--- src/logic/csfb_pkg.sv ---
// constants for the charger status and event-flag register bank
package csfb_pkg;
   localparam int unsigned ADDR_W = 8;
   localparam int unsigned DATA_W = 8;
   // register addresses
   localparam logic [7:0] ADDR_COND_STATUS = 8'h1D;
   localparam logic [7:0] ADDR_PHASE_STATUS = 8'h1E;
   localparam logic [7:0] ADDR_FAULT_STATUS = 8'h1F;
   localparam logic [7:0] ADDR_EVENT_FLAGS = 8'h20;
   localparam logic [7:0] REG_RESET_VAL = 8'h00;
   // condition status and event flag bit positions (shared layout)
   localparam int unsigned BIT_CONV_DONE = 6;
   localparam int unsigned BIT_DIE_HEAT = 5;
   localparam int unsigned BIT_MIN_SYS = 4;
   localparam int unsigned BIT_IN_CURRENT = 3;
   localparam int unsigned BIT_IN_VOLTAGE = 2;
   localparam int unsigned BIT_CHG_TIMER = 1;
   localparam int unsigned BIT_WATCHDOG = 0;
   localparam int unsigned NUM_EVENTS = 7;
   // phase/source status fields
   localparam int unsigned PHASE_LSB = 3;
   localparam int unsigned PHASE_MSB = 4;
   localparam int unsigned SOURCE_LSB = 0;
   localparam int unsigned SOURCE_MSB = 2;
   localparam logic [1:0] PHASE_IDLE = 2'h0;
   localparam logic [1:0] PHASE_CC = 2'h1;
   localparam logic [1:0] PHASE_CV = 2'h2;
   localparam logic [1:0] PHASE_TOPOFF = 2'h3;
   localparam logic [2:0] SOURCE_NONE = 3'h0;
   localparam logic [2:0] SOURCE_UNKNOWN = 3'h4;
   // fault status bit positions
   localparam int unsigned BIT_SUPPLY_FAULT = 7;
   localparam int unsigned BIT_BATT_FAULT = 6;
   localparam int unsigned BIT_RAIL_FAULT = 5;
   localparam int unsigned BIT_DIE_SHUTDOWN = 3;
   localparam int unsigned ZONE_LSB = 0;
   localparam int unsigned ZONE_MSB = 2;
   localparam logic [2:0] ZONE_NORMAL = 3'h0;
   localparam logic [2:0] ZONE_COLD = 3'h1;
   localparam logic [2:0] ZONE_HOT = 3'h2;
   localparam logic [2:0] ZONE_COOL = 3'h3;
   localparam logic [2:0] ZONE_WARM = 3'h4;
   localparam logic [2:0] ZONE_PRECOOL = 3'h5;
   localparam logic [2:0] ZONE_PREWARM = 3'h6;
   localparam logic [2:0] ZONE_BIAS_FAULT = 3'h7;
endpackage : csfb_pkg

--- src/logic/csfb_bank.sv ---
// charger status registers, event flags and interrupt pulse generation
module csfb_bank
   import csfb_pkg::*;
(
   input wire logic core_clk,
   input wire logic rst,
   // register access port from the serial bus engine
   input wire logic [ADDR_W-1:0] reg_addr,
   input wire logic reg_rd,
   input wire logic reg_wr,
   input wire logic [DATA_W-1:0] reg_wdata,
   output logic [DATA_W-1:0] reg_rdata,
   // live condition inputs from analog detectors (asynchronous)
   input wire logic one_shot_mode,
   input wire logic conversion_done,
   input wire logic die_heat_regulation,
   input wire logic forward_mode,
   input wire logic battery_below_min_sys,
   input wire logic input_current_loop,
   input wire logic pin_set_current_cap,
   input wire logic input_voltage_loop,
   input wire logic fast_timer_expired,
   input wire logic trickle_timer_expired,
   input wire logic precharge_timer_expired,
   input wire logic bus_watchdog_expired,
   input wire logic [1:0] charge_phase_in,
   input wire logic [2:0] source_type_in,
   input wire logic supply_overvoltage,
   input wire logic supply_sleep,
   input wire logic battery_overcurrent,
   input wire logic battery_overvoltage,
   input wire logic system_rail_short,
   input wire logic system_rail_overvoltage,
   input wire logic die_shutdown,
   input wire logic [2:0] thermistor_zone_in,
   // event mask bits from the mask register held elsewhere
   input wire logic [DATA_W-1:0] event_mask,
   output logic irq_pulse
);
   // one-bit inputs plus the three code fields (2 + 3 + 3 bits)
   localparam int unsigned NRAW = 27;

   // pack every asynchronous input into one vector for the synchroniser
   logic [NRAW-1:0] raw_in;
   logic [NRAW-1:0] meta_q;
   logic [NRAW-1:0] sync_q;
   assign raw_in = {one_shot_mode, conversion_done, die_heat_regulation, forward_mode,
                    battery_below_min_sys, input_current_loop, pin_set_current_cap,
                    input_voltage_loop, fast_timer_expired, trickle_timer_expired,
                    precharge_timer_expired, bus_watchdog_expired, charge_phase_in,
                    source_type_in, supply_overvoltage, supply_sleep, battery_overcurrent,
                    battery_overvoltage, system_rail_short, system_rail_overvoltage,
                    die_shutdown, thermistor_zone_in};

   // two-stage synchroniser; meta_q is read only by sync_q
   always_ff @(posedge core_clk) begin
      if (rst) begin
         meta_q <= '0;
         sync_q <= '0;
      end else begin
         meta_q <= raw_in;
         sync_q <= meta_q;
      end
   end

   // synchronised names
   logic s_one_shot, s_conv_done, s_heat, s_fwd, s_below, s_icur, s_ipin, s_vin;
   logic s_tfast, s_ttrk, s_tpre, s_wd, s_ovp, s_sleep, s_bocp, s_bovp, s_sshort, s_sovp, s_tsd;
   logic [1:0] s_phase;
   logic [2:0] s_source;
   logic [2:0] s_zone;
   assign {s_one_shot, s_conv_done, s_heat, s_fwd, s_below, s_icur, s_ipin, s_vin,
           s_tfast, s_ttrk, s_tpre, s_wd, s_phase, s_source, s_ovp, s_sleep, s_bocp,
           s_bovp, s_sshort, s_sovp, s_tsd, s_zone} = sync_q;

   // live condition vector, one bit per status/event position
   logic [DATA_W-1:0] cond_live;
   always_comb begin
      cond_live = REG_RESET_VAL;
      cond_live[BIT_CONV_DONE] = s_one_shot & s_conv_done;
      cond_live[BIT_DIE_HEAT] = s_heat;
      cond_live[BIT_MIN_SYS] = s_fwd & s_below;
      cond_live[BIT_IN_CURRENT] = s_fwd & (s_icur | s_ipin);
      cond_live[BIT_IN_VOLTAGE] = s_fwd & s_vin;
      cond_live[BIT_CHG_TIMER] = s_tfast | s_ttrk | s_tpre;
      cond_live[BIT_WATCHDOG] = s_wd;
   end

   // status registers refresh every cycle, no latching
   logic [DATA_W-1:0] cond_status_q;
   logic [DATA_W-1:0] phase_status_q;
   logic [DATA_W-1:0] fault_status_q;
   always_ff @(posedge core_clk) begin
      if (rst) begin
         cond_status_q <= REG_RESET_VAL;
         phase_status_q <= REG_RESET_VAL;
         fault_status_q <= REG_RESET_VAL;
      end else begin
         cond_status_q <= cond_live;
         phase_status_q <= REG_RESET_VAL;
         phase_status_q[PHASE_MSB:PHASE_LSB] <= s_phase;
         phase_status_q[SOURCE_MSB:SOURCE_LSB] <= s_source;
         fault_status_q <= REG_RESET_VAL;
         fault_status_q[BIT_SUPPLY_FAULT] <= s_ovp | s_sleep;
         fault_status_q[BIT_BATT_FAULT] <= s_bocp | s_bovp;
         fault_status_q[BIT_RAIL_FAULT] <= s_sshort | s_sovp;
         fault_status_q[BIT_DIE_SHUTDOWN] <= s_tsd;
         fault_status_q[ZONE_MSB:ZONE_LSB] <= s_zone;
      end
   end

   // event detection from the previous live condition
   logic [DATA_W-1:0] cond_prev_q;
   logic [DATA_W-1:0] event_now;
   always_ff @(posedge core_clk) begin
      if (rst) begin
         cond_prev_q <= REG_RESET_VAL;
      end else begin
         cond_prev_q <= cond_live;
      end
   end

   // rising edges, except the minimum rail bit which fires on both edges
   always_comb begin
      event_now = cond_live & ~cond_prev_q;
      event_now[BIT_MIN_SYS] = cond_live[BIT_MIN_SYS] ^ cond_prev_q[BIT_MIN_SYS];
      event_now[DATA_W-1] = 1'b0;
   end

   // read decode for the data path; clear-on-read compares the address separately
   function automatic logic [DATA_W-1:0] read_mux(input logic [ADDR_W-1:0] a,
                                                 input logic [DATA_W-1:0] c,
                                                 input logic [DATA_W-1:0] p,
                                                 input logic [DATA_W-1:0] f,
                                                 input logic [DATA_W-1:0] e);
      if (a == ADDR_COND_STATUS) begin
         read_mux = c;
      end else if (a == ADDR_PHASE_STATUS) begin
         read_mux = p;
      end else if (a == ADDR_FAULT_STATUS) begin
         read_mux = f;
      end else if (a == ADDR_EVENT_FLAGS) begin
         read_mux = e;
      end else begin
         read_mux = REG_RESET_VAL;
      end
   endfunction : read_mux

   // sticky event flags; a new edge in the read cycle wins over the clear
   logic [DATA_W-1:0] event_flags_q;
   logic flag_read;
   assign flag_read = reg_rd && (reg_addr == ADDR_EVENT_FLAGS);
   always_ff @(posedge core_clk) begin
      if (rst) begin
         event_flags_q <= REG_RESET_VAL;
      end else if (flag_read) begin
         event_flags_q <= event_now;
      end else begin
         event_flags_q <= event_flags_q | event_now;
      end
   end

   // read data register; writes are ignored since every register is read-only
   always_ff @(posedge core_clk) begin
      if (rst) begin
         reg_rdata <= REG_RESET_VAL;
      end else if (reg_rd) begin
         reg_rdata <= read_mux(reg_addr, cond_status_q, phase_status_q, fault_status_q,
                               event_flags_q);
      end
   end

   // one-cycle interrupt pulse for each cycle with one or more new unmasked events
   always_ff @(posedge core_clk) begin
      if (rst) begin
         irq_pulse <= 1'b0;
      end else begin
         irq_pulse <= |(event_now & ~event_mask);
      end
   end

   // reg_wr and reg_wdata have no effect: the bank holds no writable state
endmodule : csfb_bank

--- config.mk ---
export PLATFORM = sky130hd
export DESIGN_NAME = csfb_bank
export DESIGN_NICKNAME = d
export VERILOG_FILES = /design/src/logic/csfb_pkg.sv /design/src/logic/csfb_bank.sv
export SDC_FILE = /design/constraint.sdc
export NUM_CORES = 1
export LEC_CHECK = 0
export ABC_AREA = 1
export ABC_CLOCK_PERIOD_IN_PS = 1000
export BUFFER_PORTS_ARGS = -buffer_cell sky130_fd_sc_hd__buf_2
export CAP_MARGIN = 20
export CORE_ASPECT_RATIO = 1.2
export CORE_MARGIN = 3
export CORE_UTILIZATION = 48
export DETAILED_ROUTE_END_ITERATION = 12
export GPL_TIMING_DRIVEN = 0
export HOLD_SLACK_MARGIN = 0.06
export PLACE_DENSITY = 0.86
export REMOVE_ABC_BUFFERS = 1
export SLEW_MARGIN = 20
export SYNTH_ARGS = -nofsm -noshare
export SYNTH_HDL_FRONTEND = slang
export SYNTH_SLANG_ARGS = --single-unit
--- constraint.sdc ---
create_clock -name core_clk -period 1 [get_ports core_clk]
set_clock_uncertainty 0.05 [all_clocks]
set_input_delay 0.15 -clock core_clk [delete_from_list [all_inputs] [get_ports core_clk]]
set_output_delay 0.15 -clock core_clk [all_outputs]
set_load 0.02 [all_outputs]
# Yosys cells after proc, flatten, opt, wreduce, memory -nomap -nowiden

Cells that the tools add are included.

Register bits after elaboration: 94
Latch bits: 0
RAM bits: 0
Bits in read-only memories: 0
Output and inout port bits: 9
Logic and storage cells: 39
Memories kept: 0

Add/subtract/negate cells: 0
$mul: 0
Divide/modulo/power cells: 0
$lt $le $gt $ge: 0
Equality and inequality tests: 4
Shift operators: 0
Mux-type cells: 5
Bitwise logic cells: 16
Reduce and logical (&&, ||, !) cells: 3

Operators by type and width:

| cell                                                 | count |
|---|---|
| two-way mux 8 bit                                    | 4 |
| equality test 8 x 5 -> 1 bit (second input constant) | 3 |
| bitwise AND 7 x 8 -> 8 bit                           | 1 |
| equality test 8 x 6 -> 1 bit (second input constant) | 1 |
| NOT 8 bit                                            | 1 |
| bitwise OR 8 x 7 -> 8 bit                            | 1 |
| OR reduction 8 bit                                   | 1 |
| bitwise AND 7 bit                                    | 1 |
| two-way mux 7 bit                                    | 1 |
| NOT 7 bit                                            | 1 |
| bitwise OR 1 bit                                     | 6 |
| bitwise AND 1 bit                                    | 4 |
| OR reduction 2 bit                                   | 1 |
| logical AND 1 bit                                    | 1 |
| XOR 1 bit                                            | 1 |

# Depth between registers and ports, before layout

Gate-level depths: netlist of run 1.

Depth in word-level cells: 5
Gate-level depth with buffers: 9

# Least setup slack after synthesis of run 1

No wires, ideal clock.

Kind: in2reg
Start point: in reg_addr[6]
End point: reg event_flags_q[6]
Arrival time: 0.810 ns
Required time: 0.822 ns
Path slack: 0.012 ns
Stages on the path: 6
Path buffers: 0
Path through: inv_2 nand2_4 nor2_1 nand3_2 a21oi_1 nor2_1

Word-level cells in the longest chain between the ends: 3

RTL lines:

| what                         | line             | text |
|---|---|---|
| start: declaration           | csfb_bank.sv:8   | `input wire logic [ADDR_W-1:0] reg_addr,` |
| equality test 8 x 6 -> 1 bit | csfb_bank.sv:152 | `assign flag_read = reg_rd && (reg_addr == ADDR_EVENT_FLAGS);` |
| logical AND 1 bit            | csfb_bank.sv:152 |  |
| two-way mux 7 bit            | csfb_bank.sv:156 | `end else if (flag_read) begin` |
| end signal: assignment       | csfb_bank.sv:157 | `event_flags_q <= event_now;` |
| end signal: assignment       | csfb_bank.sv:159 | `event_flags_q <= event_flags_q \| event_now;` |
| end: declaration             | csfb_bank.sv:150 | `logic [DATA_W-1:0] event_flags_q;` |

Every way passes these cells.
A chain may end at the register's enable or synchronous reset.

# Final worst setup path of run 1

Start point: reg sync_q[23]
End point: reg irq_pulse

Word-level cells in the longest chain between the ends: 4

RTL lines:

| what                                           | line                                              | text |
|---|---|---|
| start: declaration                             | csfb_bank.sv:46                                   | `logic [NRAW-1:0] sync_q;` |
| start signal: assignment                       | csfb_bank.sv:62                                   | `sync_q <= meta_q;` |
| bitwise AND 1 bit (on tied branches)           | csfb_bank.sv:84, csfb_bank.sv:82, csfb_bank.sv:83 |  |
| bitwise AND 7 bit or XOR 1 bit (tied branches) | csfb_bank.sv:125, csfb_bank.sv:126                |  |
| bitwise AND 7 x 8 -> 8 bit *                   | csfb_bank.sv:178                                  | `irq_pulse <= \|(event_now & ~event_mask);` |
| OR reduction 8 bit *                           | csfb_bank.sv:178                                  |  |
| end signal: assignment                         | csfb_bank.sv:178                                  |  |
| end: declaration                               | csfb_bank.sv:38                                   | `output logic irq_pulse` |

Every way passes the cells marked *; elsewhere a longest branch is shown, timed or not.

==> summary by stage, run 1 <==
Timing
Setup total negative slack on the finished layout was measured at -0.0439 ns. The total setup violations reported at the end of the flow is 4. The number of hold violations in the final report is 0.

Across all setup checks in the final design, the least slack found is -0.0408 ns. For the pin with the worst max-slew slack, the measured transition is slightly below 0.6 ns. Timing would allow up to between 900 and 1000 MHz.

The minimum hold slack is 0.0953 ns. Setup repair after global routing could not meet its margin everywhere. The max-slew violation total from the final report was 0. Headroom to the max-slew limit came out at 0.610.

The minimum period implied by the final worst setup slack is around 1.0 ns. The post-route clock period utilization is 1.04.

Clocking
The clock buffer count from CTS is 9. The maximum buffer depth of the clock tree is 2. The clock net sink count is between 80 and 90.

The root buffer cell chosen for the clock tree is clkbuf_8. Clock-pin slew was measured on the worst setup and hold paths at approximately 0.090 ns. At the later pin of the worst-skew pair, clock insertion delay measures between 0.3 and 0.4 ns. The H-tree was split into 3 levels. The TritonCTS clock tree is done.

Finish
The repair_antennas step left the layout with diodes totalling 0. The library cells used most frequently in the layout, excluding fill and tap cells, are 87 x inv_1, 82 x nor2_1, 79 x dfxtp_1. The number of cells in the finished layout apart from fillers is between 500 and 600. The fill cell total of the finished layout is approximately 480. At the end of the flow the core is filled with cells to 0.667. The proportion of layout cells with a drive suffix above 1 is 0.250. Relative to the synthesized area, the layout overhead comes to 32.5%. The most common cell after layout, fill and taps aside is inv_1.

The post-layout net count is around 530. After routing the design area is slightly above 4000 sq um.

Critical path
The critical path crosses 6 cells after its start point. The number of cells on the worst reg-to-reg path is 6. Tracing the worst setup path back leads to its startpoint at sync_q[23]$_SDFF_PP0_. STA classifies the critical path endpoint as a flop.

For the worst setup path, the data required time is roughly 1.2 ns. The endpoint identified for the worst register-to-register timing path is irq_pulse$_SDFF_PP0_. The critical path's most frequent cell is nor2_1. The number of buffers and inverters on the critical path is 0.

Following the worst setup path forward leads to its endpoint at irq_pulse$_SDFF_PP0_. On the critical path, the stage with the largest delay is an instance of dfxtp_2. By startpoint and endpoint, the worst setup path is classified as flop to flop. STA classifies the critical path startpoint as a flop. For flop-to-flop paths, the worst setup slack is -0.04 ns. The family with the most delay on the worst path is flip-flops. The arrival time reported for the critical path endpoint is 1.21 ns. The highest cell delay on the worst timing path is around 0.35 ns.

Along the worst path, the maximum fanout reaches 3. In this run the critical register-to-register path is launched from sync_q[23]$_SDFF_PP0_. The signal on the critical path passes through nand2_2 > xor2_2 > nand2_1 > o211ai_1 > nor2_1 > nor2_1.

Power
Internal power comes to slightly below 0.006 W. The net switching power is about 0.0015 W. The register share of total power is 0.511. The relative contribution of combinational cells to total power is 0.070. Summed over all cells, the static leakage comes to 1.98 nW.

Across the VDD grid, the largest voltage drop is 0.972 mV. The switching share of power is 0.200. The share of total power dissipated in the clock network is 0.419. In this run the power density over the cells is between 1500 and 2000 nW/um^2.

Placed design
Routability-driven placement finished with a final weighted congestion of 0.887. After detailed placement, the design holds a cell count of between 500 and 600. The placed instances occupy a cell area of about 3400 sq um. During placement, the flow inserted port buffers numbering 53.

The HPWL after detailed placement is 3570 um.

GRT
The via count of the first global-routing pass is roughly 2300. The global-route congestion overflow total is 0. The largest net degree at the start of global routing is ~90. The initial antenna violation count is 0. Across every metal layer, demand over resource in global routing totals 0.167. The first-pass GRT wire length is 9600 um.

Route
The total via count after detailed routing is 2435. In the routed design, unresolved DRC markers number 0. The detailed-router iteration count before antenna repair is 4. Summed over all layers, the routed wires come to about 5600 um.

The number of antenna-violating nets in the routed design is 0. The wire length per cell is roughly 10 um. After detailed routing, the number of vias per cell comes to 4.36.

The count of routing violations after the opening detailed-route iteration is about 140.

Outcome
The checks that failed: setup timing. The run finished, with violations left.

Logic synthesis
Ranked by total cell area, the synthesized netlist is headed by dfxtp_1 57%, inv_1 11%, nor2_1 10%, nand2_1 4.0%, nand3_1 3.1%. The mean post-synth cell area is ~8 sq um. Of the synthesized area, sequential elements account for 0.574. Yosys mapped a number of flops with a built-in enable equal to 0. The cell area that synthesis handed to floorplanning was roughly 3100 sq um. For this run, the number of Yosys warnings is 0.

The number of synthesized register bits is 89. The top cell type's share of synthesized area is 0.574. The biggest area contributor in the post-synthesis netlist is dfxtp_1. The cell count after synthesis came out at approximately 390. For this run, the leading register cell type out of synthesis is dfxtp_1. The async set-or-reset flop fraction in the synthesized netlist is 0. The netlist uses 31 different library cells.

Die
The initial utilization of the core area, before any placement, comes to 0.503. During I/O placement, the number of pins put on the boundary was 64. The standard cell core area is 6170 sq um.

The die footprint is ~7500 sq um. The die extent in y is between 90 and 100 um. The number of rows in the core area is 31.

The die is about 80 um wide.

Min path
The class of the tightest hold or removal check is primary input to flop.

Run
The number of max-cap violations is 0.
==> area by class of cell <==
class | instances | area, sq um | share of cell area
Sequential cell | 89 | 1790 | 0.436
Multi-Input combinational cell | 190 | 942 | 0.229
Timing Repair Buffer | 86 | 656 | 0.159
Inverter | 95 | 358 | 0.0870
Clock buffer | 11 | 131 | 0.0320
Clock inverter | 5 | 128 | 0.0310
Tap cell | 82 | 103 | 0.0250
==> flip-flops by register name, summed over array words and instances (netlist names) <==
signal / flops
event_flags_q: 7
reg_rdata: 8
cond_prev_q: 7
phase_status_q: 5
meta_q: 27
sync_q: 27
irq_pulse: 1
fault_status_q: 7
==> how the worst min path moves through the flow <==
stage | startpoint | to | depth (start not counted)
after floorplan | rst | reg_rdata[0]$_SDFFE_PP0P_ | 1
after CTS | event_mask[1] | irq_pulse$_SDFF_PP0_ | 4
after global placement | supply_sleep | meta_q[8]$_SDFF_PP0_ | 3
final | event_mask[1] | irq_pulse$_SDFF_PP0_ | 4
after detailed placement | bus_watchdog_expired | meta_q[15]$_SDFF_PP0_ | 3
after global routing | event_mask[1] | irq_pulse$_SDFF_PP0_ | 4
==> synth_stat cells, types with 2 or more instances <==
cell and count:
dfxtp_1 89, inv_1 87, nor2_1 85, nand2_1 33, nand3_1 19, a21oi_1 9
o21ai_1 8, inv_2 7, buf_2 6, a21oi_2 5, clkbuf_1 4, nand2_2 4
nor3_1 4, o21ai_0 4, a31oi_1 2, nand2_4 2, nand3b_1 2, nand4_1 2
nor2_4 2
==> worst register-to-register path: stages, from the launching register on <==
cell	delay (ns)
dfxtp_2	0.35
nand2_2	0.08
xor2_2	0.16
nand2_1	0.07
o211ai_1	0.08
nor2_1	0.09
nor2_1	0.05
==> metal layers <==
layer	vias to the layer above	GRT usage	routed length, um
li1	1293	-	-
met1	1065	0.193	2310
met2	60	0.280	2870
met3	17	0.0384	240
met4	0	0.0946	177
met5	-	0	0
==> cell families (layout without fill, tap and decap cells) <==
family / after synthesis / after routing / synth area share
flops: 89 / 89 / 0.574
buf+inv: 107 / 197 / 0.135
xor+xnor: 1 / 1 / 0.00282
simple gates: 159 / 159 / 0.229
compound gates: 30 / 30 / 0.0585
==> power by group through the flow <==
stage / Clock, W / Combinational (W) / Sequential [W]
3_5_place_dp: 0 / 0.000400 / 0.00381
5_1_grt: 0.00331 / 0.000583 / 0.00375
2_1_floorplan: 0 / 0.000201 / 0.00381
3_3_place_gp: 0 / 0.000389 / 0.00381
6_report: 0.00306 / 0.000514 / 0.00373
4_1_cts: 0.00312 / 0.000496 / 0.00373
==> metrics by stage <==
step	setup slack, ns	total power [W]
after floorplan	0.0261	0.00401
after global placement	-0.771	0.00419
after detailed placement	-0.316	0.00421
after CTS	-0.0858	0.00735
after global routing	-0.121	0.00764
final	-0.0408	0.00731
==> repair_timing <==
item | in CTS | in global routing
hold buffers | 27 | 0
endpoints found under the hold margin | 27 | 0
resized for setup | 34 | 7
pin swaps | 1 | 2
setup buffers | 1 | 5
endpoints found under the setup margin | 10 | 18
(Power assumes the default switching activity.)
==> run 2: changes to the inputs <==
--- a/config.mk
+++ b/config.mk
@@ -10,13 +10,13 @@
 export BUFFER_PORTS_ARGS = -buffer_cell sky130_fd_sc_hd__buf_2
 export CAP_MARGIN = 20
 export CORE_ASPECT_RATIO = 1.2
-export CORE_MARGIN = 3
+export CORE_MARGIN = 1
 export CORE_UTILIZATION = 48
+export CTS_CLUSTER_DIAMETER = 50
 export DETAILED_ROUTE_END_ITERATION = 12
 export GPL_TIMING_DRIVEN = 0
 export HOLD_SLACK_MARGIN = 0.06
 export PLACE_DENSITY = 0.86
-export REMOVE_ABC_BUFFERS = 1
 export SLEW_MARGIN = 20
 export SYNTH_ARGS = -nofsm -noshare
 export SYNTH_HDL_FRONTEND = slang
==> summary by stage, run 2 (synthesized netlist as in run 1, its figures left out) <==
Critical path
At the worst endpoint, the required time is between 1 and 1.5 ns. STA classifies the critical path startpoint as a flop. The worst setup path is of the flop to flop kind.

The worst setup path is captured at a flop. At the worst endpoint, the arrival time is around 1.2 ns. The highest cell delay on the worst timing path is 0.36 ns. The critical path goes through nand2_2 > xor2_2 > nand2_1 > o211ai_1 > nor2_1 > nor2_1.

Together, buffers and inverters on the worst path number 0. Broken down by cell family, the worst path's largest delay share belongs to flip-flops. The slowest cell on the critical path is dfxtp_2.

The beginning of the worst register-to-register path is sync_q[23]$_SDFF_PP0_. Tracing the worst setup path back leads to its startpoint at sync_q[23]$_SDFF_PP0_. In this run the worst path has a maximum fanout of 3. The critical path's most frequent cell is nor2_1.

Finish
The library cell used most frequently in the layout, excluding fill and tap cells, is inv_1. The cell area after layout is about 4100 sq um. In the final layout, the registers with the most flip-flops are meta_q (27), sync_q (27), reg_rdata (8). The finished layout holds roughly 570 standard cells, fillers aside. The repair_antennas step left the layout with diodes totalling 0. Of the cells placed in the final design, the portion with a size suffix greater than 1 is 0.253. The library cells used most frequently in the layout, excluding fill and tap cells, are 86 x inv_1, 83 x nor2_1, 78 x dfxtp_1. The synthesis-to-finish area growth is 30.6%. In the final design database the tool counted approximately 530 nets. Once layout is complete, the utilization of the core stands at 0.661.

Power
The switching share of power is 0.225. Across the VDD grid, the largest voltage drop is 1.33 mV. Dividing total power by cell area gives a power density of 1640 nW/um^2. The share of total power dissipated in the clock network is 0.360.

The share of total power dissipated in combinational logic is 0.078. The share of total power dissipated in sequential elements is 0.562. The leakage dissipation is 1.96 nW.

The net switching power is between 0.001 and 0.0015 W. Cell internal power was estimated by the tool at 0.00515 W.

Clocking
The TritonCTS clock tree is done. The maximum buffer depth of the clock tree is 2. The clock transition at the registers of the reported paths is 0.09 ns. The clock net sink count is just under 90.

The number of H-tree levels is 3. The cell chosen for the clock root is clkbuf_8. The clock latency at the later pin of the worst-skew pair is between 0.3 and 0.4 ns. In this run, CTS created clock tree buffers numbering 9.

Timing
The worst pin sits at a relative slew slack of 0.623. The highest clock frequency the design can meet is about 980 MHz. The max-slew violation total from the final report is 0. Setup violations remaining at the end of the flow were counted as 8. Setup repair after global routing could not meet its margin everywhere.

The minimum setup slack in the final design is -0.0212 ns. The worst path in the final design needs a cycle of just over 1 ns, including I/O delays and setup. The actual transition at the worst max-transition pin is roughly 0.57 ns.

The number of hold violations in the final report is 0. In the finished design, the share of the clock period the worst path needs comes to 1.02.

GRT
The first-pass GRT wire length is between 9000 and 10000 um. The via count of the first global-routing pass is ~2300. The initial antenna violation count is 0.

For this run, the total global-route usage over all layers was measured as 0.187. The global-route congestion overflow total is 0. Entering global routing, the biggest net connects 15 pins.

Route
The total wirelength of the detailed-routed design is between 5000 and 6000 um. The wire length per cell is between 10 and 15 um. The first TritonRoute pass finished after 4 iterations. The number of antenna-violating nets in the routed design is 0. The total via count after detailed routing is roughly 2400. The count of routing violations after the opening detailed-route iteration is about 150. For this run, design rule violations remaining after detail routing come to 0. After detailed routing, the number of vias per cell comes to approximately 4.3.

Die
The effective utilization at floorplan is 0.506. Measured along the y axis, the die boundary spans ~90 um. The total I/O pin count is 64.

The width of the die is around 75 um. The total area inside the core boundary comes to roughly 6000 sq um. The die footprint is ~6800 sq um. The floorplan has 31 rows.

Placed design
Counting tap cells, the placed design contains a total of 520 instances. The placed cell area is ~3500 sq um. The pre-CTS setup slack is -0.262 ns. The HPWL after detailed placement is slightly above 4000 um. The number of buffers added on ports is 52. At the end of routability-driven placement, the weighted congestion stood at 0.890.

Min path
The class of the tightest hold or removal check is primary input to flop. In this run the most critical hold path is launched from event_mask[1].

Run
The number of max-cap violations is 0.

Outcome
The run finished, with violations left. The checks that failed: setup timing.

Logic synthesis
The post-synthesis net count is about 440.
-- run 2: changes by cell type in the layout (fill, tap and decap cells not counted), moves of 2 or more --
cell,delta
buf_2,+6
buf_4,-3
bufinv_16,-3
clkbuf_1,+3
clkinv_2,+2
-- run 2: per-stage QoR --
step	setup TNS, ns	total power, W	hold WS, ns
after floorplan	0	0.00407	0.207
after global placement	-8.70	0.00422	0.298
after detailed placement	-9.28	0.00423	0.305
after CTS	-0.177	0.00667	0.0733
after global routing	-0.353	0.00692	0.0951
final	-0.0845	0.00665	0.0776
-- run 2: what timing repair did --
action / 4_1_cts / 5_1_grt
resized for setup: 37 / 3
endpoints found under the setup margin: 10 / 14
pin swaps: 1 / 1
hold endpoints to repair: 27 / 0
setup buffers: 1 / 1
hold buffers: 27 / 0
-- run 2: final timing paths --
kind	end	slack [ns]	cells after the start
setup / recovery	irq_pulse$_SDFF_PP0_	-0.02	6
hold / removal	irq_pulse$_SDFF_PP0_	0.08	4
setup reg to reg	irq_pulse$_SDFF_PP0_	-0.02	6
hold reg to reg	sync_q[23]$_SDFF_PP0_	0.35	2
-- run 2: per-layer routing --
| layer | vias to the layer above | routed length, um | track usage |
|---|---|---|---|
| li1 | 1306 | - | - |
| met4 | 0 | 116 | 0.0833 |
| met5 | - | 0 | 0 |
| met1 | 1064 | 2500 | 0.214 |
| met3 | 13 | 182 | 0.0336 |
| met2 | 48 | 3000 | 0.326 |
-- run 2: tightest hold or removal path, stage by stage --
cell and delay, ns:
buf_2 0.08, o211ai_1 0.08, nor2_1 0.08, nor2_1 0.04
-- run 2: power groups by stage --
stage / registers (W) / logic, W / clock network, W
floorplan: 0.00381 / 0.000257 / 0
global placement: 0.00381 / 0.000410 / 0
detailed placement: 0.00381 / 0.000423 / 0
CTS: 0.00373 / 0.000518 / 0.00242
global route: 0.00375 / 0.000590 / 0.00258
finish: 0.00373 / 0.000520 / 0.00239
-- run 2: final cells by class --
type / instances / area [sq um]
multi-input cells: 190 / 935
inverters: 95 / 358
flip-flops and latches: 89 / 1800
clock buffers: 11 / 141
repair buffers: 81 / 602
clock inverters: 5 / 55.1
plain buffers: 12 / 63.8
fillers: 502 / 2080
well taps: 82 / 103
==> run 3: changes to the inputs <==
--- a/config.mk
+++ b/config.mk
@@ -8,7 +8,7 @@
 export ABC_AREA = 1
 export ABC_CLOCK_PERIOD_IN_PS = 1000
 export BUFFER_PORTS_ARGS = -buffer_cell sky130_fd_sc_hd__buf_2
-export CAP_MARGIN = 20
+export CAP_MARGIN = 10
 export CORE_ASPECT_RATIO = 1.2
 export CORE_MARGIN = 1
 export CORE_UTILIZATION = 48
@@ -17,6 +17,7 @@
 export GPL_TIMING_DRIVEN = 0
 export HOLD_SLACK_MARGIN = 0.06
 export PLACE_DENSITY = 0.86
+export SKIP_CTS_REPAIR_TIMING = 1
 export SLEW_MARGIN = 20
 export SYNTH_ARGS = -nofsm -noshare
 export SYNTH_HDL_FRONTEND = slang
==> summary by stage, run 3 (synthesized netlist as in run 1, its figures left out) <==
Outcome
The checks that failed: setup timing. The run finished, with violations left.

Min path
The number of cells on the worst hold path is 4. For hold timing, the worst endpoint is irq_pulse$_SDFF_PP0_. The startpoint identified for the worst hold timing path is event_mask[1]. In this run the worst hold path is classified as primary input to flop.

Die
The standard cell core area is between 6000 and 7000 sq um. The die extent in y is about 90 um. The floorplan step defined a die boundary enclosing between 6000 and 7000 sq um.

The effective utilization at floorplan is 0.506. Measured along the x axis, the die boundary spans 75.4 um. Pin placement for this block handled between 60 and 70 I/O pins. The number of rows in the core area is 31.

Placed design
The number of buffers added on ports is between 50 and 60. The routability-driven placement congestion ratio is just under 0.9. Detailed placement ended at an HPWL of between 4000 and 5000 um. Including well taps, the total number of placed cells is 520.

Critical path
The critical path is of the flop to flop type. Counting cells, the worst reg-to-reg path comes to 6. The arrival time reported for the critical path endpoint is 1.21 ns. Setup slack on the worst reg-to-reg path comes out at -0.03 ns. At the worst endpoint, the required time is 1.18 ns. STA classifies the critical path endpoint as a flop. In this run the worst path has a maximum fanout of 2.

The kind of launch point of the worst setup path is a flop. The beginning of the worst register-to-register path is sync_q[22]$_SDFF_PP0_. In this run the critical register-to-register path is captured at irq_pulse$_SDFF_PP0_.

Clocking
The clock buffer count from CTS is 9. The number of H-tree levels is 3. CTS saw 89 sinks. The TritonCTS clock tree is done. CTS placed an instance of clkbuf_8 at the clock tree root. The longest clock path from root to sink contains 2 buffers. At the later pin of the worst-skew pair, clock insertion delay measures around 0.35 ns. Clock-pin slew was measured on the worst setup and hold paths at around 0.09 ns.

Run
The number of max-cap violations is 0.

Finish
The top cell types in the final layout, fill and taps aside, are 86 x inv_1, 83 x nor2_1, 79 x dfxtp_1. The fill cell total of the finished layout is between 400 and 500. The number of cells in the finished layout apart from fillers is 565. The post-layout net count is 533.

The multi-input logic area is between 900 and 1000 sq um. The antenna diode count is 0. The combined flip-flop and latch cell area is 1790 sq um.

The largest registers in the layout are meta_q (27), sync_q (27), reg_rdata (8). The proportion of layout cells with a drive suffix above 1 is 0.251. The synthesis-to-finish area growth is 30.5%. Leaving out fill and tap cells, the most frequent cell in the layout is inv_1.

Power
The internal portion of total power is a little over 0.005 W. The register share of total power is 0.562. The net switching power is about 0.0015 W.

The leakage dissipation is slightly below 2 nW. VDD sags by at most about 1.3 mV. Of the total power, the share spent switching nets is 0.225. The share of total power dissipated in combinational logic is 0.079. The completed layout was analyzed and its total power is approximately 0.0066 W.

Of the total power, the clock network draws 0.360. For this design the ratio of total power to cell area is approximately 1600 nW/um^2.

Timing
Setup repair after global routing could not meet its margin everywhere. Across all hold checks on the routed design, the worst slack comes to 0.0772 ns. For the pin with the worst max-slew slack, the measured transition is 0.559 ns. The max-slew violation total from the final report is 0.

The total setup violations reported at the end of the flow is 9. Based on the critical path, the design can be clocked at up to ~970 MHz. The post-route clock period utilization is 1.03.

Across all setup checks in the final design, the least slack found is -0.0295 ns. The number of hold violations in the final report is 0. Measured against its own limit, the worst slew margin works out to 0.627. Subtracting the final worst setup slack from the clock period gives 1.03 ns.

Logic synthesis
The post-synthesis net count is between 400 and 500.

GRT
The initial antenna violation count is 0. The global-route congestion overflow total is 0. In the global route stage, overall resource usage came out at 0.173. The via count of the first global-routing pass came to between 2000 and 2500.

The first-pass GRT wire length is slightly below 9000 um. The largest net degree at the start of global routing is 15.

Route
The number of antenna-violating nets in the routed design is 0. The detailed-router iteration count before antenna repair is 4. The final route contains between 2000 and 2500 vias. The detailed router finished its first iteration with 149 violations. In the final routed layout, each cell accounts on average for 10.3 um. The routed design has just under 6000 um of wire. After detailed routing, the number of remaining DRC violations is 0. The detail-routed via count per cell is roughly 4.4.
run 3: cell count changes in the layout (fill, tap and decap cells not counted), sizes merged:
| cell | before | now |
|---|---|---|
| clkinv | 3 | 2 |
| inv | 94 | 95 |
run 3: stage by stage:
step / cell area, sq um / setup slack (ns) / util / TNS (ns)
final: 4050 / -0.0295 / 0.661 / -0.0960
after global routing: 4050 / -0.0874 / 0.661 / -0.339
after CTS: 3660 / -0.104 / 0.598 / -0.692
after detailed placement: 3470 / -0.262 / 0.566 / -9.28
after global placement: 3470 / -0.257 / 0.566 / -8.70
after floorplan: 3100 / 0.0122 / - / 0
run 3: worst max path at each step:
| stage | start | end | slack [ns] | cells after the start |
|---|---|---|---|---|
| global route | sync_q[22]$_SDFF_PP0_ | irq_pulse$_SDFF_PP0_ | -0.09 | 6 |
| detailed placement | reg_addr[1] | event_flags_q[6]$_SDFF_PP0_ | -0.26 | 7 |
| finish | sync_q[22]$_SDFF_PP0_ | irq_pulse$_SDFF_PP0_ | -0.03 | 6 |
| CTS | sync_q[23]$_SDFF_PP0_ | irq_pulse$_SDFF_PP0_ | -0.10 | 6 |
| global placement | reg_addr[0] | event_flags_q[6]$_SDFF_PP0_ | -0.26 | 7 |
| floorplan | reg_addr[6] | event_flags_q[6]$_SDFF_PP0_ | 0.01 | 6 |
run 3: final cells by class:
| class | count | area share |
|---|---|---|
| flip-flops and latches | 89 | 0.443 |
| multi-input cells | 190 | 0.231 |
| repair buffers | 81 | 0.149 |
| inverters | 95 | 0.0880 |
| clock buffers | 11 | 0.0349 |
| well taps | 82 | 0.0253 |
| plain buffers | 12 | 0.0158 |
| clock inverters | 5 | 0.0136 |
run 3: power groups by stage:
| stage | Sequential [W] | Clock (W) | Combinational, W |
|---|---|---|---|
| 2_1_floorplan | 0.00381 | 0 | 0.000257 |
| 3_3_place_gp | 0.00381 | 0 | 0.000410 |
| 3_5_place_dp | 0.00381 | 0 | 0.000423 |
| 4_1_cts | 0.00373 | 0.00242 | 0.000425 |
| 5_1_grt | 0.00375 | 0.00257 | 0.000592 |
| 6_report | 0.00374 | 0.00239 | 0.000523 |
run 3: critical path, cell delays in order (launching register included):
cell      delay (ns)
dfxtp_1         0.35
nand2_2         0.09
xor2_2          0.16
nand2_1         0.06
o211ai_1        0.07
nor2_1          0.09
nor2_1          0.04
run 3: per-layer routing:
| metal | wire length (um) | GRT usage | vias up |
|---|---|---|---|
| met5 | 0 | 0 | - |
| met3 | 179 | 0.0336 | 13 |
| met4 | 138 | 0.0910 | 0 |
| met1 | 2530 | 0.199 | 1093 |
| li1 | - | - | 1308 |
| met2 | 2950 | 0.293 | 53 |
